`config.mk`:
```
export PLATFORM = sky130hd
export DESIGN_NAME = iotrim_core
export DESIGN_NICKNAME = d
export VERILOG_FILES = /design/src/core/iotrim_pkg.sv /design/src/core/iotrim_core.sv
export VERILOG_INCLUDE_DIRS = /design/src /design/src/core
export SDC_FILE = /design/constraint.sdc
export NUM_CORES = 1
export LEC_CHECK = 0
export BUFFER_PORTS_ARGS = -buffer_cell sky130_fd_sc_hd__clkbuf_2
export CAP_MARGIN = 15
export CORE_UTILIZATION = 49
export DETAILED_ROUTE_END_ITERATION = 7
export GPL_ROUTABILITY_DRIVEN = 0
export PLACE_DENSITY = 0.81
export SLEW_MARGIN = 15
export SYNTH_ARGS = -nofsm -noshare
export SYNTH_HDL_FRONTEND = slang
export SYNTH_SLANG_ARGS = --single-unit
```
`constraint.sdc`:
```
create_clock -name hclk -period 3.47 [get_ports hclk]
set_input_delay 0.5205 -clock hclk [delete_from_list [all_inputs] [get_ports hclk]]
set_output_delay 0.5205 -clock hclk [all_outputs]
set_load 0.02 [all_outputs]
```
`src/core/iotrim_defs.svh`:
```
// Purpose: Constants of the internal oscillator auto trim block.
// Assumes: AHB-Lite word registers, 25 MHz hclk.
// Notes:   Included by the package and the core; definitions only.
// Contract
// - Any reset leaves tuning switched off, enable bit clear.
// - While tuning is off, software writes set the 7-bit trim value.
// - Setting enable starts tuning; the trim register then belongs to hardware.
// - Enabled and not held, trim moves once per reference tick toward target.
// - While enabled, trim writes are dropped; trim reads still return it.
// - Reference select picks the USB reference tick or the secondary oscillator.
// - Locked bit sets once the oscillator count is inside the window.
// - Locked clears on loss of lock, on reset, and when disabled.
// - Out-of-range sets when trim sits at a limit and a tick pushes beyond.
// - At a limit the trim value holds; it never wraps or passes it.
// - Out-of-range clears when back in range and lock is re-established.
// - Update hold freezes trim while lock and out-of-range keep tracking.
// - Clearing update hold resumes per-tick trim updates.
// - Any change of locked or out-of-range sets the event flag.
// - With the event enable at 1, the event flag raises the interrupt.
// - The event flag holds until software clears it; hardware never clears it.
// - In Sleep tuning stops: no trim updates and no interrupt.
// - Reference select 1 is the USB reference, 0 the secondary oscillator.
// - Control bits: enable 7, hold 6, select 4, locked 3, out-of-range 1.
`ifndef IOTRIM_DEFS_SVH
`define IOTRIM_DEFS_SVH

// Register byte offsets
`define IOTRIM_OFS_CONTROL   6'h00
`define IOTRIM_OFS_TRIM      6'h04
`define IOTRIM_OFS_FLAG      6'h08
`define IOTRIM_OFS_IRQ_EN    6'h0C

// Control register fields
`define IOTRIM_BIT_ENABLE    7
`define IOTRIM_BIT_HOLD      6
`define IOTRIM_BIT_SELECT    4
`define IOTRIM_BIT_LOCKED    3
`define IOTRIM_BIT_RANGE     1
// Flag and enable registers keep their bit in position 7
`define IOTRIM_BIT_EVENT     7

// Reset and limits of the trim value
`define IOTRIM_TRIM_W        7
`define IOTRIM_TRIM_RESET    7'h00
`define IOTRIM_TRIM_MIN      7'h00
`define IOTRIM_TRIM_MAX      7'h7F

// Oscillator edges expected per reference period and lock tolerance
`define IOTRIM_CNT_W         12
`define IOTRIM_USB_TARGET    12'h7D0
`define IOTRIM_USB_TOL       12'h004
`define IOTRIM_SEC_TARGET    12'h03D
`define IOTRIM_SEC_TOL       12'h001

`endif

```
`src/core/iotrim_pkg.sv`:
```
// Purpose: Types of the internal oscillator auto trim block.
// Assumes: Constants come from iotrim_defs.svh.
// Notes:   No imports; users write iotrim_pkg::name.
`include "iotrim_defs.svh"

package iotrim_pkg;
    typedef logic [`IOTRIM_TRIM_W-1:0] iotrim_trim_t;
    typedef logic [`IOTRIM_CNT_W-1:0]  iotrim_cnt_t;
    // Outcome of comparing one reference period
    typedef enum logic [1:0] {
        IOTRIM_IN_WINDOW,
        IOTRIM_TOO_SLOW,
        IOTRIM_TOO_FAST
    } iotrim_verdict_e;
endpackage

```
`src/core/iotrim_core.sv`:
```
// Purpose: Closed-loop trim of the internal fast oscillator, AHB-Lite registers.
// Assumes: Reference ticks and divided oscillator pulses arrive asynchronously.
// Notes:   Zero wait states; OKAY response always.
`timescale 1ns/1ps
`include "iotrim_defs.svh"

module iotrim_core (
    // Clock and reset
    input  wire logic        hclk,
    input  wire logic        hresetn,
    // AHB-Lite slave
    input  wire logic        hsel,
    input  wire logic [31:0] haddr,
    input  wire logic [1:0]  htrans,
    input  wire logic        hwrite,
    input  wire logic [2:0]  hsize,
    input  wire logic [31:0] hwdata,
    input  wire logic        hready,
    output logic      [31:0] hrdata,
    output logic             hreadyout,
    output logic             hresp,
    // Reference and oscillator pins
    input  wire logic        usb_ref_tick,
    input  wire logic        secondary_oscillator,
    input  wire logic        osc_div_tick,
    // Power state and outputs
    input  wire logic        sleep_mode,
    output logic      [6:0]  trim_value,
    output logic             tuning_irq
);

    ////////////////////////////////////////////////////////////////////////
    // Declarations

    logic        ahb_wr_reg;
    logic        ahb_wr_next;
    logic [5:0]  ahb_addr_reg;
    logic [5:0]  ahb_addr_next;
    logic [31:0] hrdata_reg;
    logic [31:0] hrdata_next;

    logic        tuning_enable_reg;
    logic        tuning_enable_next;
    logic        tuning_update_hold_reg;
    logic        tuning_update_hold_next;
    logic        reference_select_reg;
    logic        reference_select_next;
    logic        tuning_locked_reg;
    logic        tuning_locked_next;
    logic        tuning_out_of_range_reg;
    logic        tuning_out_of_range_next;
    logic        tuning_event_flag_reg;
    logic        tuning_event_flag_next;
    logic        tuning_event_irq_enable_reg;
    logic        tuning_event_irq_enable_next;
    iotrim_pkg::iotrim_trim_t trim_reg;
    iotrim_pkg::iotrim_trim_t trim_next;
    iotrim_pkg::iotrim_cnt_t  osc_count_reg;
    iotrim_pkg::iotrim_cnt_t  osc_count_next;

    logic [2:0]  ref_sync_reg;
    logic [2:0]  osc_sync_reg;
    logic        ref_raw;
    logic        ref_strobe;
    logic        osc_pulse;
    logic        running;
    logic        addr_phase;
    logic        data_wr;
    iotrim_pkg::iotrim_cnt_t  target;
    iotrim_pkg::iotrim_cnt_t  tol;
    iotrim_pkg::iotrim_verdict_e verdict;

    ////////////////////////////////////////////////////////////////////////
    // Bus slave: always ready, never errors

    assign hreadyout = 1'b1;
    assign hresp     = 1'b0;
    assign hrdata    = hrdata_reg;
    assign addr_phase = hsel && hready && htrans[1];
    assign data_wr    = ahb_wr_reg;

    // Latch the address phase; a read word is fetched here so it stands in the data phase
    always_comb begin
        ahb_wr_next   = addr_phase && hwrite;
        ahb_addr_next = addr_phase ? haddr[5:0] : ahb_addr_reg;
        hrdata_next   = 32'h0000_0000;
        if (addr_phase && !hwrite) begin
            case (haddr[5:0])
                `IOTRIM_OFS_CONTROL: begin
                    hrdata_next[`IOTRIM_BIT_ENABLE] = tuning_enable_reg;
                    hrdata_next[`IOTRIM_BIT_HOLD]   = tuning_update_hold_reg;
                    hrdata_next[`IOTRIM_BIT_SELECT] = reference_select_reg;
                    hrdata_next[`IOTRIM_BIT_LOCKED] = tuning_locked_reg;
                    hrdata_next[`IOTRIM_BIT_RANGE]  = tuning_out_of_range_reg;
                end
                `IOTRIM_OFS_TRIM:   hrdata_next[6:0] = trim_reg;
                `IOTRIM_OFS_FLAG:   hrdata_next[`IOTRIM_BIT_EVENT] = tuning_event_flag_reg;
                `IOTRIM_OFS_IRQ_EN: hrdata_next[`IOTRIM_BIT_EVENT] = tuning_event_irq_enable_reg;
                default:            hrdata_next = 32'h0000_0000;
            endcase
        end
    end

    // Bus phase registers
    always_ff @(posedge hclk or negedge hresetn) begin
        if (!hresetn) begin
            ahb_wr_reg   <= 1'b0;
            ahb_addr_reg <= 6'h00;
            hrdata_reg   <= 32'h0000_0000;
        end else begin
            ahb_wr_reg   <= ahb_wr_next;
            ahb_addr_reg <= ahb_addr_next;
            hrdata_reg   <= hrdata_next;
        end
    end

    ////////////////////////////////////////////////////////////////////////
    // Pin synchronisers; only stage two and three are read

    always_ff @(posedge hclk or negedge hresetn) begin
        if (!hresetn) begin
            ref_sync_reg <= 3'h0;
            osc_sync_reg <= 3'h0;
        end else begin
            ref_sync_reg <= {ref_sync_reg[1:0], ref_raw};
            osc_sync_reg <= {osc_sync_reg[1:0], osc_div_tick};
        end
    end

    // Select is steered before the synchroniser; changing it live may fake one edge
    assign ref_raw    = reference_select_reg ? usb_ref_tick : secondary_oscillator;
    assign ref_strobe = ref_sync_reg[1] && !ref_sync_reg[2];
    assign osc_pulse  = osc_sync_reg[1] && !osc_sync_reg[2];
    assign running    = tuning_enable_reg && !sleep_mode;

    ////////////////////////////////////////////////////////////////////////
    // Compare the oscillator count with the window of the selected source

    always_comb begin
        target  = reference_select_reg ? `IOTRIM_USB_TARGET : `IOTRIM_SEC_TARGET;
        tol     = reference_select_reg ? `IOTRIM_USB_TOL : `IOTRIM_SEC_TOL;
        verdict = iotrim_pkg::IOTRIM_IN_WINDOW;
        if (osc_count_reg < target - tol) begin
            verdict = iotrim_pkg::IOTRIM_TOO_SLOW;
        end else if (osc_count_reg > target + tol) begin
            verdict = iotrim_pkg::IOTRIM_TOO_FAST;
        end
    end

    ////////////////////////////////////////////////////////////////////////
    // Tuning and register next state

    always_comb begin
        tuning_enable_next           = tuning_enable_reg;
        tuning_update_hold_next      = tuning_update_hold_reg;
        reference_select_next        = reference_select_reg;
        tuning_locked_next           = tuning_locked_reg;
        tuning_out_of_range_next     = tuning_out_of_range_reg;
        tuning_event_irq_enable_next = tuning_event_irq_enable_reg;
        trim_next                    = trim_reg;
        osc_count_next               = osc_count_reg;
        tuning_event_flag_next       = tuning_event_flag_reg;

        // Count oscillator pulses over one reference period; saturate rather than wrap
        if (running) begin
            if (ref_strobe) begin
                osc_count_next = {{(`IOTRIM_CNT_W-1){1'b0}}, osc_pulse};
            end else if (osc_pulse && osc_count_reg != {`IOTRIM_CNT_W{1'b1}}) begin
                osc_count_next = osc_count_reg + 1'b1;
            end
        end else begin
            osc_count_next = '0;
        end

        // One decision per reference tick
        if (running && ref_strobe) begin
            case (verdict)
                iotrim_pkg::IOTRIM_TOO_SLOW: begin
                    tuning_locked_next = 1'b0;
                    if (trim_reg == `IOTRIM_TRIM_MAX) begin
                        tuning_out_of_range_next = 1'b1;
                    end else if (!tuning_update_hold_reg) begin
                        trim_next = trim_reg + 1'b1;
                    end
                end
                iotrim_pkg::IOTRIM_TOO_FAST: begin
                    tuning_locked_next = 1'b0;
                    if (trim_reg == `IOTRIM_TRIM_MIN) begin
                        tuning_out_of_range_next = 1'b1;
                    end else if (!tuning_update_hold_reg) begin
                        trim_next = trim_reg - 1'b1;
                    end
                end
                default: begin
                    tuning_locked_next       = 1'b1;
                    tuning_out_of_range_next = 1'b0;
                end
            endcase
        end

        // Disable drops lock at once
        if (!tuning_enable_reg) begin
            tuning_locked_next = 1'b0;
        end

        // Software writes in the data phase
        if (data_wr) begin
            case (ahb_addr_reg)
                `IOTRIM_OFS_CONTROL: begin
                    tuning_enable_next      = hwdata[`IOTRIM_BIT_ENABLE];
                    tuning_update_hold_next = hwdata[`IOTRIM_BIT_HOLD];
                    reference_select_next   = hwdata[`IOTRIM_BIT_SELECT];
                    if (!hwdata[`IOTRIM_BIT_ENABLE]) begin
                        tuning_locked_next = 1'b0;
                    end
                end
                `IOTRIM_OFS_TRIM: begin
                    if (!tuning_enable_reg) begin
                        trim_next = hwdata[6:0];
                    end
                end
                `IOTRIM_OFS_FLAG: begin
                    if (!hwdata[`IOTRIM_BIT_EVENT]) begin
                        tuning_event_flag_next = 1'b0;
                    end
                end
                `IOTRIM_OFS_IRQ_EN: begin
                    tuning_event_irq_enable_next = hwdata[`IOTRIM_BIT_EVENT];
                end
                default: begin
                    tuning_enable_next = tuning_enable_reg;
                end
            endcase
        end

        // A status change sets the flag after any clear, so the set wins
        if ((tuning_locked_next != tuning_locked_reg)
            || (tuning_out_of_range_next != tuning_out_of_range_reg)) begin
            tuning_event_flag_next = 1'b1;
        end
    end

    // Control and status registers
    always_ff @(posedge hclk or negedge hresetn) begin
        if (!hresetn) begin
            tuning_enable_reg           <= 1'b0;
            tuning_update_hold_reg      <= 1'b0;
            reference_select_reg        <= 1'b0;
            tuning_locked_reg           <= 1'b0;
            tuning_out_of_range_reg     <= 1'b0;
            tuning_event_flag_reg       <= 1'b0;
            tuning_event_irq_enable_reg <= 1'b0;
            trim_reg                    <= `IOTRIM_TRIM_RESET;
            osc_count_reg               <= '0;
        end else begin
            tuning_enable_reg           <= tuning_enable_next;
            tuning_update_hold_reg      <= tuning_update_hold_next;
            reference_select_reg        <= reference_select_next;
            tuning_locked_reg           <= tuning_locked_next;
            tuning_out_of_range_reg     <= tuning_out_of_range_next;
            tuning_event_flag_reg       <= tuning_event_flag_next;
            tuning_event_irq_enable_reg <= tuning_event_irq_enable_next;
            trim_reg                    <= trim_next;
            osc_count_reg               <= osc_count_next;
        end
    end

    // Outputs; the interrupt is masked in Sleep though the flag survives
    assign trim_value = trim_reg;
    assign tuning_irq = tuning_event_flag_reg && tuning_event_irq_enable_reg
                        && !sleep_mode;

    ////////////////////////////////////////////////////////////////////////
    // Assertions

    reset_disabled_a: assert property (
        @(posedge hclk) $rose(hresetn) |-> !tuning_enable_reg && !tuning_locked_reg)
        else $error("Tuning not off after reset");

    manual_trim_a: assert property (
        @(posedge hclk) disable iff (!hresetn)
        data_wr && ahb_addr_reg == `IOTRIM_OFS_TRIM && !tuning_enable_reg
        |=> trim_reg == $past(hwdata[6:0]))
        else $error("Manual trim write lost");

    trim_write_block_a: assert property (
        @(posedge hclk) disable iff (!hresetn)
        data_wr && ahb_addr_reg == `IOTRIM_OFS_TRIM && tuning_enable_reg
        && !(running && ref_strobe) |=> $stable(trim_reg))
        else $error("Trim changed by software while enabled");

    trim_step_a: assert property (
        @(posedge hclk) disable iff (!hresetn)
        running && ref_strobe && !tuning_update_hold_reg
        && verdict == iotrim_pkg::IOTRIM_TOO_SLOW && trim_reg != `IOTRIM_TRIM_MAX
        |=> trim_reg == $past(trim_reg) + 7'h01)
        else $error("Trim did not step up");

    lock_clear_a: assert property (
        @(posedge hclk) disable iff (!hresetn)
        !tuning_enable_reg |=> !tuning_locked_reg)
        else $error("Lock held while disabled");

    range_limit_a: assert property (
        @(posedge hclk) disable iff (!hresetn)
        running && ref_strobe && trim_reg == `IOTRIM_TRIM_MIN
        && verdict == iotrim_pkg::IOTRIM_TOO_FAST
        |=> tuning_out_of_range_reg && trim_reg == `IOTRIM_TRIM_MIN)
        else $error("Out-of-range missed at lower limit");

    hold_freeze_a: assert property (
        @(posedge hclk) disable iff (!hresetn)
        tuning_enable_reg && tuning_update_hold_reg && !data_wr |=> $stable(trim_reg))
        else $error("Trim moved under update hold");

    event_flag_a: assert property (
        @(posedge hclk) disable iff (!hresetn)
        $changed(tuning_locked_reg) || $changed(tuning_out_of_range_reg)
        |-> tuning_event_flag_reg)
        else $error("Status change did not set event flag");

    flag_sticky_a: assert property (
        @(posedge hclk) disable iff (!hresetn)
        $fell(tuning_event_flag_reg) |-> $past(data_wr)
        && $past(ahb_addr_reg) == `IOTRIM_OFS_FLAG)
        else $error("Event flag cleared without software");

    sleep_quiet_a: assert property (
        @(posedge hclk) disable iff (!hresetn)
        sleep_mode ##1 sleep_mode && !$past(data_wr) |-> $stable(trim_reg) && !tuning_irq)
        else $error("Activity during Sleep");

    range_top_a: assert property (
        @(posedge hclk) disable iff (!hresetn)
        running && ref_strobe && trim_reg == `IOTRIM_TRIM_MAX
        && verdict == iotrim_pkg::IOTRIM_TOO_SLOW
        |=> tuning_out_of_range_reg && trim_reg == `IOTRIM_TRIM_MAX)
        else $error("Trim passed the upper limit");

    lock_set_a: assert property (
        @(posedge hclk) disable iff (!hresetn)
        running && ref_strobe && verdict == iotrim_pkg::IOTRIM_IN_WINDOW && !data_wr
        |=> tuning_locked_reg)
        else $error("Lock not set inside window");

    range_clear_a: assert property (
        @(posedge hclk) disable iff (!hresetn)
        running && ref_strobe && verdict == iotrim_pkg::IOTRIM_IN_WINDOW
        |=> !tuning_out_of_range_reg)
        else $error("Out-of-range kept after lock");

endmodule

```
Word-level counts from Yosys, hierarchy flattened
Cells that the tools add are included.
{ "totals": {"regBits": 47, "in_bits": 78, "out_inout_bits": 42, "wordCells": 99} }
{ "op_classes": {"add_sub_neg": 5, "order_cmp": 2, "eq_ne": 14, "n_mux": 39, "reduce_logical": 25} }
{ "ops": {"columns": ["cell", "n"], "rows": [
  ["$mux W7", 8],
  ["$mux W12", 3],
  ["$eq A6 B4 Y1 const B", 4],
  ["$mux W1", 17],
  ["$pmux W7 S2", 1],
  ["$add A11 B3 Y12", 1],
  ["$add A12 B1 Y12 const B", 1],
  ["$eq A6 B3 Y1 const B", 2],
  ["$gt A12 B12 Y1", 1],
  ["$logic_not A6 Y1", 2],
  ["$lt A12 B12 Y1", 1],
  ["$ne A12 B12 Y1 const B", 1],
  ["$sub A11 B3 Y12", 1],
  ["$logic_and A1 B1 Y1", 11],
  ["$mux W11", 1],
  ["$mux W8", 1],
  ["$add A7 B1 Y7 const B", 1],
  ["$eq A7 B7 Y1 const B", 1],
  ["$logic_not A7 Y1", 1],
  ["$sub A7 B1 Y7 const B", 1],
  ["$pmux W1 S2", 3],
  ["$logic_not A1 Y1", 4],
  ["$mux W2", 2],
  ["$pmux W2 S2", 1],
  ["other kinds (12)", 15]
]} }

Longest topological paths before layout
{ "depth": {"word_depth": 17, "mapped_depth": 9, "depth_no_buf": 8} }

Worst setup path before layout
No wires, ideal clock.
{ "synth_path": {"path_kind": "reg2reg", "from": "reg reference_select_reg", "to": "reg trim_reg[5], in the netlist trim_value[5]", "setup_ps": 77, "arrival_ps": 2564, "t_required_ps": 3393, "slack_ps": 828, "stages_incl_launch_ff": 10, "path_buffers": 1, "synth_period_minus_slack_ps": 2642, "path_cell_list": "dfrtp_1 -> inv_1 -> ha_1 -> a21o_1 -> a211o_1 -> or3_1 -> buf_6 -> o221a_1 -> or3_1 -> a21oi_1"} }
{ "synth_via": {"elab_chain_cells": 11, "elab_cells_between_ends": 15, "classes_between": "2 x add/sub; 2 x order compare; 2 x eq/ne; 9 x mux"} }
{ "synth_lines": {"columns": ["element", "line_no", "rtl"], "rows": [
  ["start: declaration", "iotrim_core.sv:46", "logic reference_select_reg;"],
  ["start signal: assignment", "iotrim_core.sv:258", "reference_select_reg <= reference_select_next;"],
  ["$mux W11 (no source line) or $mux W3 (tied branches)", null, null],
  ["$add A11 B3 Y12", "iotrim_core.sv:145", "end else if (osc_count_reg > target + tol) begin"],
  ["$gt A12 B12 Y1", "iotrim_core.sv:145", null],
  ["$mux W2", "iotrim_core.sv:145", null],
  ["$mux W2 *", "iotrim_core.sv:143", "if (osc_count_reg < target - tol) begin"],
  ["$eq A2 B2 Y1 or $eq A2 B1 Y1 (tied branches)", "iotrim_core.sv:177", "case (verdict)"],
  ["$pmux W7 S2 *", "iotrim_core.sv:177", null],
  ["$mux W7 *", "iotrim_core.sv:176", "if (running && ref_strobe) begin"],
  ["$mux W7", "iotrim_core.sv:218", "if (!tuning_enable_reg) begin"],
  ["$mux W7", "iotrim_core.sv:208", "case (ahb_addr_reg)"],
  ["$mux W7 *", "iotrim_core.sv:207", "if (data_wr) begin"],
  ["via trim_next[5]", "iotrim_core.sv:57", "iotrim_pkg::iotrim_trim_t trim_next;"],
  ["end signal: assignment", "iotrim_core.sv:253", "trim_reg <= `IOTRIM_TRIM_RESET;"],
  ["end signal: assignment", "iotrim_core.sv:263", "trim_reg <= trim_next;"],
  ["end: declaration", "iotrim_core.sv:56", "iotrim_pkg::iotrim_trim_t trim_reg;"]
]} }
Mark *: on every way through the listed nets, which the timed path passes. The rest lies on a longest branch.
A chain may end at the register's enable or synchronous reset.

Final worst setup path
Ends and elaborated chain as after synthesis.

==> results.txt <==
Outcome: completed
Synth top area cells: dfrtp_1 40%, buf_4 7.0%, ha_1 5.6%
RSZ-0062 raised after global routing: false
GR Util met2: 32.2%
Worst Max-Slew Pin Slew: 1.09 ns
Die area: 0.00625 mm²
Max-cap violations: 0
Post-synthesis cell count: 311
Vias/cell: 5.74
Crit. End Element: flip-flop
NumNets Final: 440
Starting DRC count in detailed routing: 292
Grt met3 use: 2.99%
Reg-to-Reg Start: reference_select_reg$_DFFE_PN0P_
DRC Markers: 0
CTS Buf Count: 5
Final wirelength: 6130 µm
H-Tree Depth: 2
Max-slew violation count: 0
Max Clk Rate: 337 MHz
Clock Latency Late Sink: 0.30 ns
GR peak layer: met2
CP required: 3.70 ns
Top-level port count: 120
Reg-to-reg endpoint: trim_value[5]$_DFF_PN0_
Period utilization: 85.6%
Worst vdd ir: 0.000254 V
Setup TNS: 0 ns
Num Clock Sinks: 47
R2R depth: 8
Post-cts gate resize count: 0
Crit path DAT: 3.20 ns
Initial antenna violation count: 0
Antenna viol nets, final: 0
CP Launch Type: flip-flop
Prevailing post-synth register cell: dfrtp_1
Fin. Hold Viols: 0
Final Power: 1420 µW
Seq cells post-synth: 47
Buffers added on ports: 39
CTS root buffer: clkbuf_8
DR vias: 2,423
Largest register FFs: 12
Core area: 0.00561 mm²
Fraction of registers with async set/reset: 100%
Die X: 79.1 µm
Initial Utilization: 51.9%
Cell taking the most area after synthesis: dfrtp_1
Final number of setup-violating endpoints: 0
Pin count of the biggest net entering global routing: 38
WHS Endpoint: osc_sync_reg[0]$_DFF_PN0_
Post-CTS Setup Bufs: 0
Synthesized area per cell: 9.36 µm²
First drt pass iteration count: 6
Pleak: 0.00148 µW
Die Y: 79.1 µm
Std cell rows: 27
Per-cell routed wire length: 14.5 µm
Post-synth EDFFs: 0
Worst Skew: 0.00759 ns
Reg2reg setup slack: 0.50 ns
Number of diodes: 0
CP Max Fanout: 9
Hold-fix buffers, CTS: 0
Ys Warns: 0
CP Class: reg -> reg
First-pass GRT wire length: 10,100 µm
Total GRT Usage: 20.8%
Share of layout cells above drive strength 1: 19.4%
Vias in the first global route: 2,140
HP Class: in -> reg
Worst hold path depth: 1
Met1 usage: 29.3%
Max Root-Sink Buffers: 2
Synthesized area: 0.00291 mm²
Cell Pwr Density: 446 mW/mm²
Grt total ovfl: 0
CTS tree: built
Layout area overhead: 9.50%
Hpwl dp: 4380 µm
Worst-path clk slew: 0.09 ns
Worst slew margin: 26.2%
Synth unique cells: 58
Final min period: 2.97 ns
Sequential element share of the synthesized area: 40.4%
HP Start: osc_div_tick
Synth top area share: 40.4%
-- Yosys cell counts, drive strengths merged (2+ instances only) --
library cell,instances
a211oi,2
nor2b,2
and2,2
a31oi,5
xnor2,3
nor4,3
or3,4
clkbuf,5
buf,31
or2,2
a22oi,2
mux2,10
a21o,3
and3,6
mux2i,5
nand3,12
or4,2
xor2,10
dfrtp,47
nand4,6
o311ai,3
conb,2
nand2b,4
nand2,17
ha,13
and4,2
a21oi,14
inv,8
o21ai,8
o22ai,2
nor3,16
a221oi,2
nand4b,4
nor2,36
-- stage by stage --
stage	instances	area [µm²]	setup WS (ns)	hold WS (ns)	utilization, %
2_1_floorplan	335	3000	0.828	0.225	-
3_3_place_gp	414	3070	0.583	0.334	54.8
3_5_place_dp	414	3070	0.534	0.345	54.8
4_1_cts	422	3190	0.509	0.315	56.8
5_1_grt	422	3190	0.263	0.309	56.8
6_report	422	3190	0.500	0.327	56.8
-- cells in the final DEF (no fill, tap or decap), types with 3 or more instances in the layout --
cell type / instances
ha_1: 13
nand4_1: 6
mux2i_1: 5
o21ai_0: 7
nor2_1: 36
and3_1: 6
nand2_1: 17
dfrtp_1: 47
o311ai_0: 3
nand4b_1: 4
nor4_1: 3
nor3_1: 16
inv_1: 8
or3_1: 3
clkbuf_2: 39
nand3_1: 12
buf_4: 4
a31oi_1: 5
a21oi_1: 14
clkbuf_8: 6
conb_1: 26
xnor2_1: 3
mux2_2: 10
xor2_1: 10
nand2b_1: 4
-- power breakdown --
part | internal [µW] | total, µW | switching [µW]
Combinational | 128 | 333 | 205
Clock | 233 | 421 | 187
Sequential | 599 | 669 | 70.5
Total | 960 | 1420 | 463
-- final cells by class --
cell class,instances,area (µm²)
fillers,508,2420
multi-input cells,244,1550
flip-flops and latches,47,1180
repair buffers,43,225
well taps,72,90.1
clock buffers,6,82.6
clock inverters,2,35.0
inverters,8,30.0
-- kinds of logic (layout without fill, tap and decap cells) --
group           Yosys count  in the layout  synth area share (%)
compound gates           54             54                  12.8
simple gates            123            123                  22.0
mux                      15             15                  5.59
buf+inv                  44             59                  9.50
other cells               2             26                 0.258
flops                    47             47                  40.4
xor+xnor                 13             13                  3.91
fa+ha+maj                13             13                  5.59
-- critical path, stage by stage, from the launching register on --
cell and delay, ns:
dfrtp_1 0.49, inv_1 0.20, ha_1 0.36, a21o_1 0.18
a211o_1 0.36, or3_1 0.55, o221a_1 0.27, or3_1 0.37
a21oi_1 0.13
-- how the worst max path moves through the flow --
| stage | startpoint | endpoint | slack, ns |
|---|---|---|---|
| finish | reference_select_reg$_DFFE_PN0P_ | trim_value[5]$_DFF_PN0_ | 0.50 |
| global route | reference_select_reg$_DFFE_PN0P_ | trim_value[5]$_DFF_PN0_ | 0.26 |
| CTS | reference_select_reg$_DFFE_PN0P_ | trim_value[5]$_DFF_PN0_ | 0.51 |
| detailed placement | reference_select_reg$_DFFE_PN0P_ | trim_value[5]$_DFF_PN0_ | 0.53 |
| global placement | reference_select_reg$_DFFE_PN0P_ | trim_value[5]$_DFF_PN0_ | 0.58 |
| floorplan | reference_select_reg$_DFFE_PN0P_ | trim_value[5]$_DFF_PN0_ | 0.83 |
-- per-layer routing --
| layer | vias up | routed length, µm | part of all wire (%) |
|---|---|---|---|
| met5 | - | 0 | 0 |
| met4 | 0 | 124 | 2.0 |
| met3 | 21 | 361 | 5.9 |
| met2 | 113 | 2780 | 45 |
| met1 | 1136 | 2870 | 47 |
| li1 | 1153 | - | - |
No activity file was read; power rests on OpenSTA's default activity.
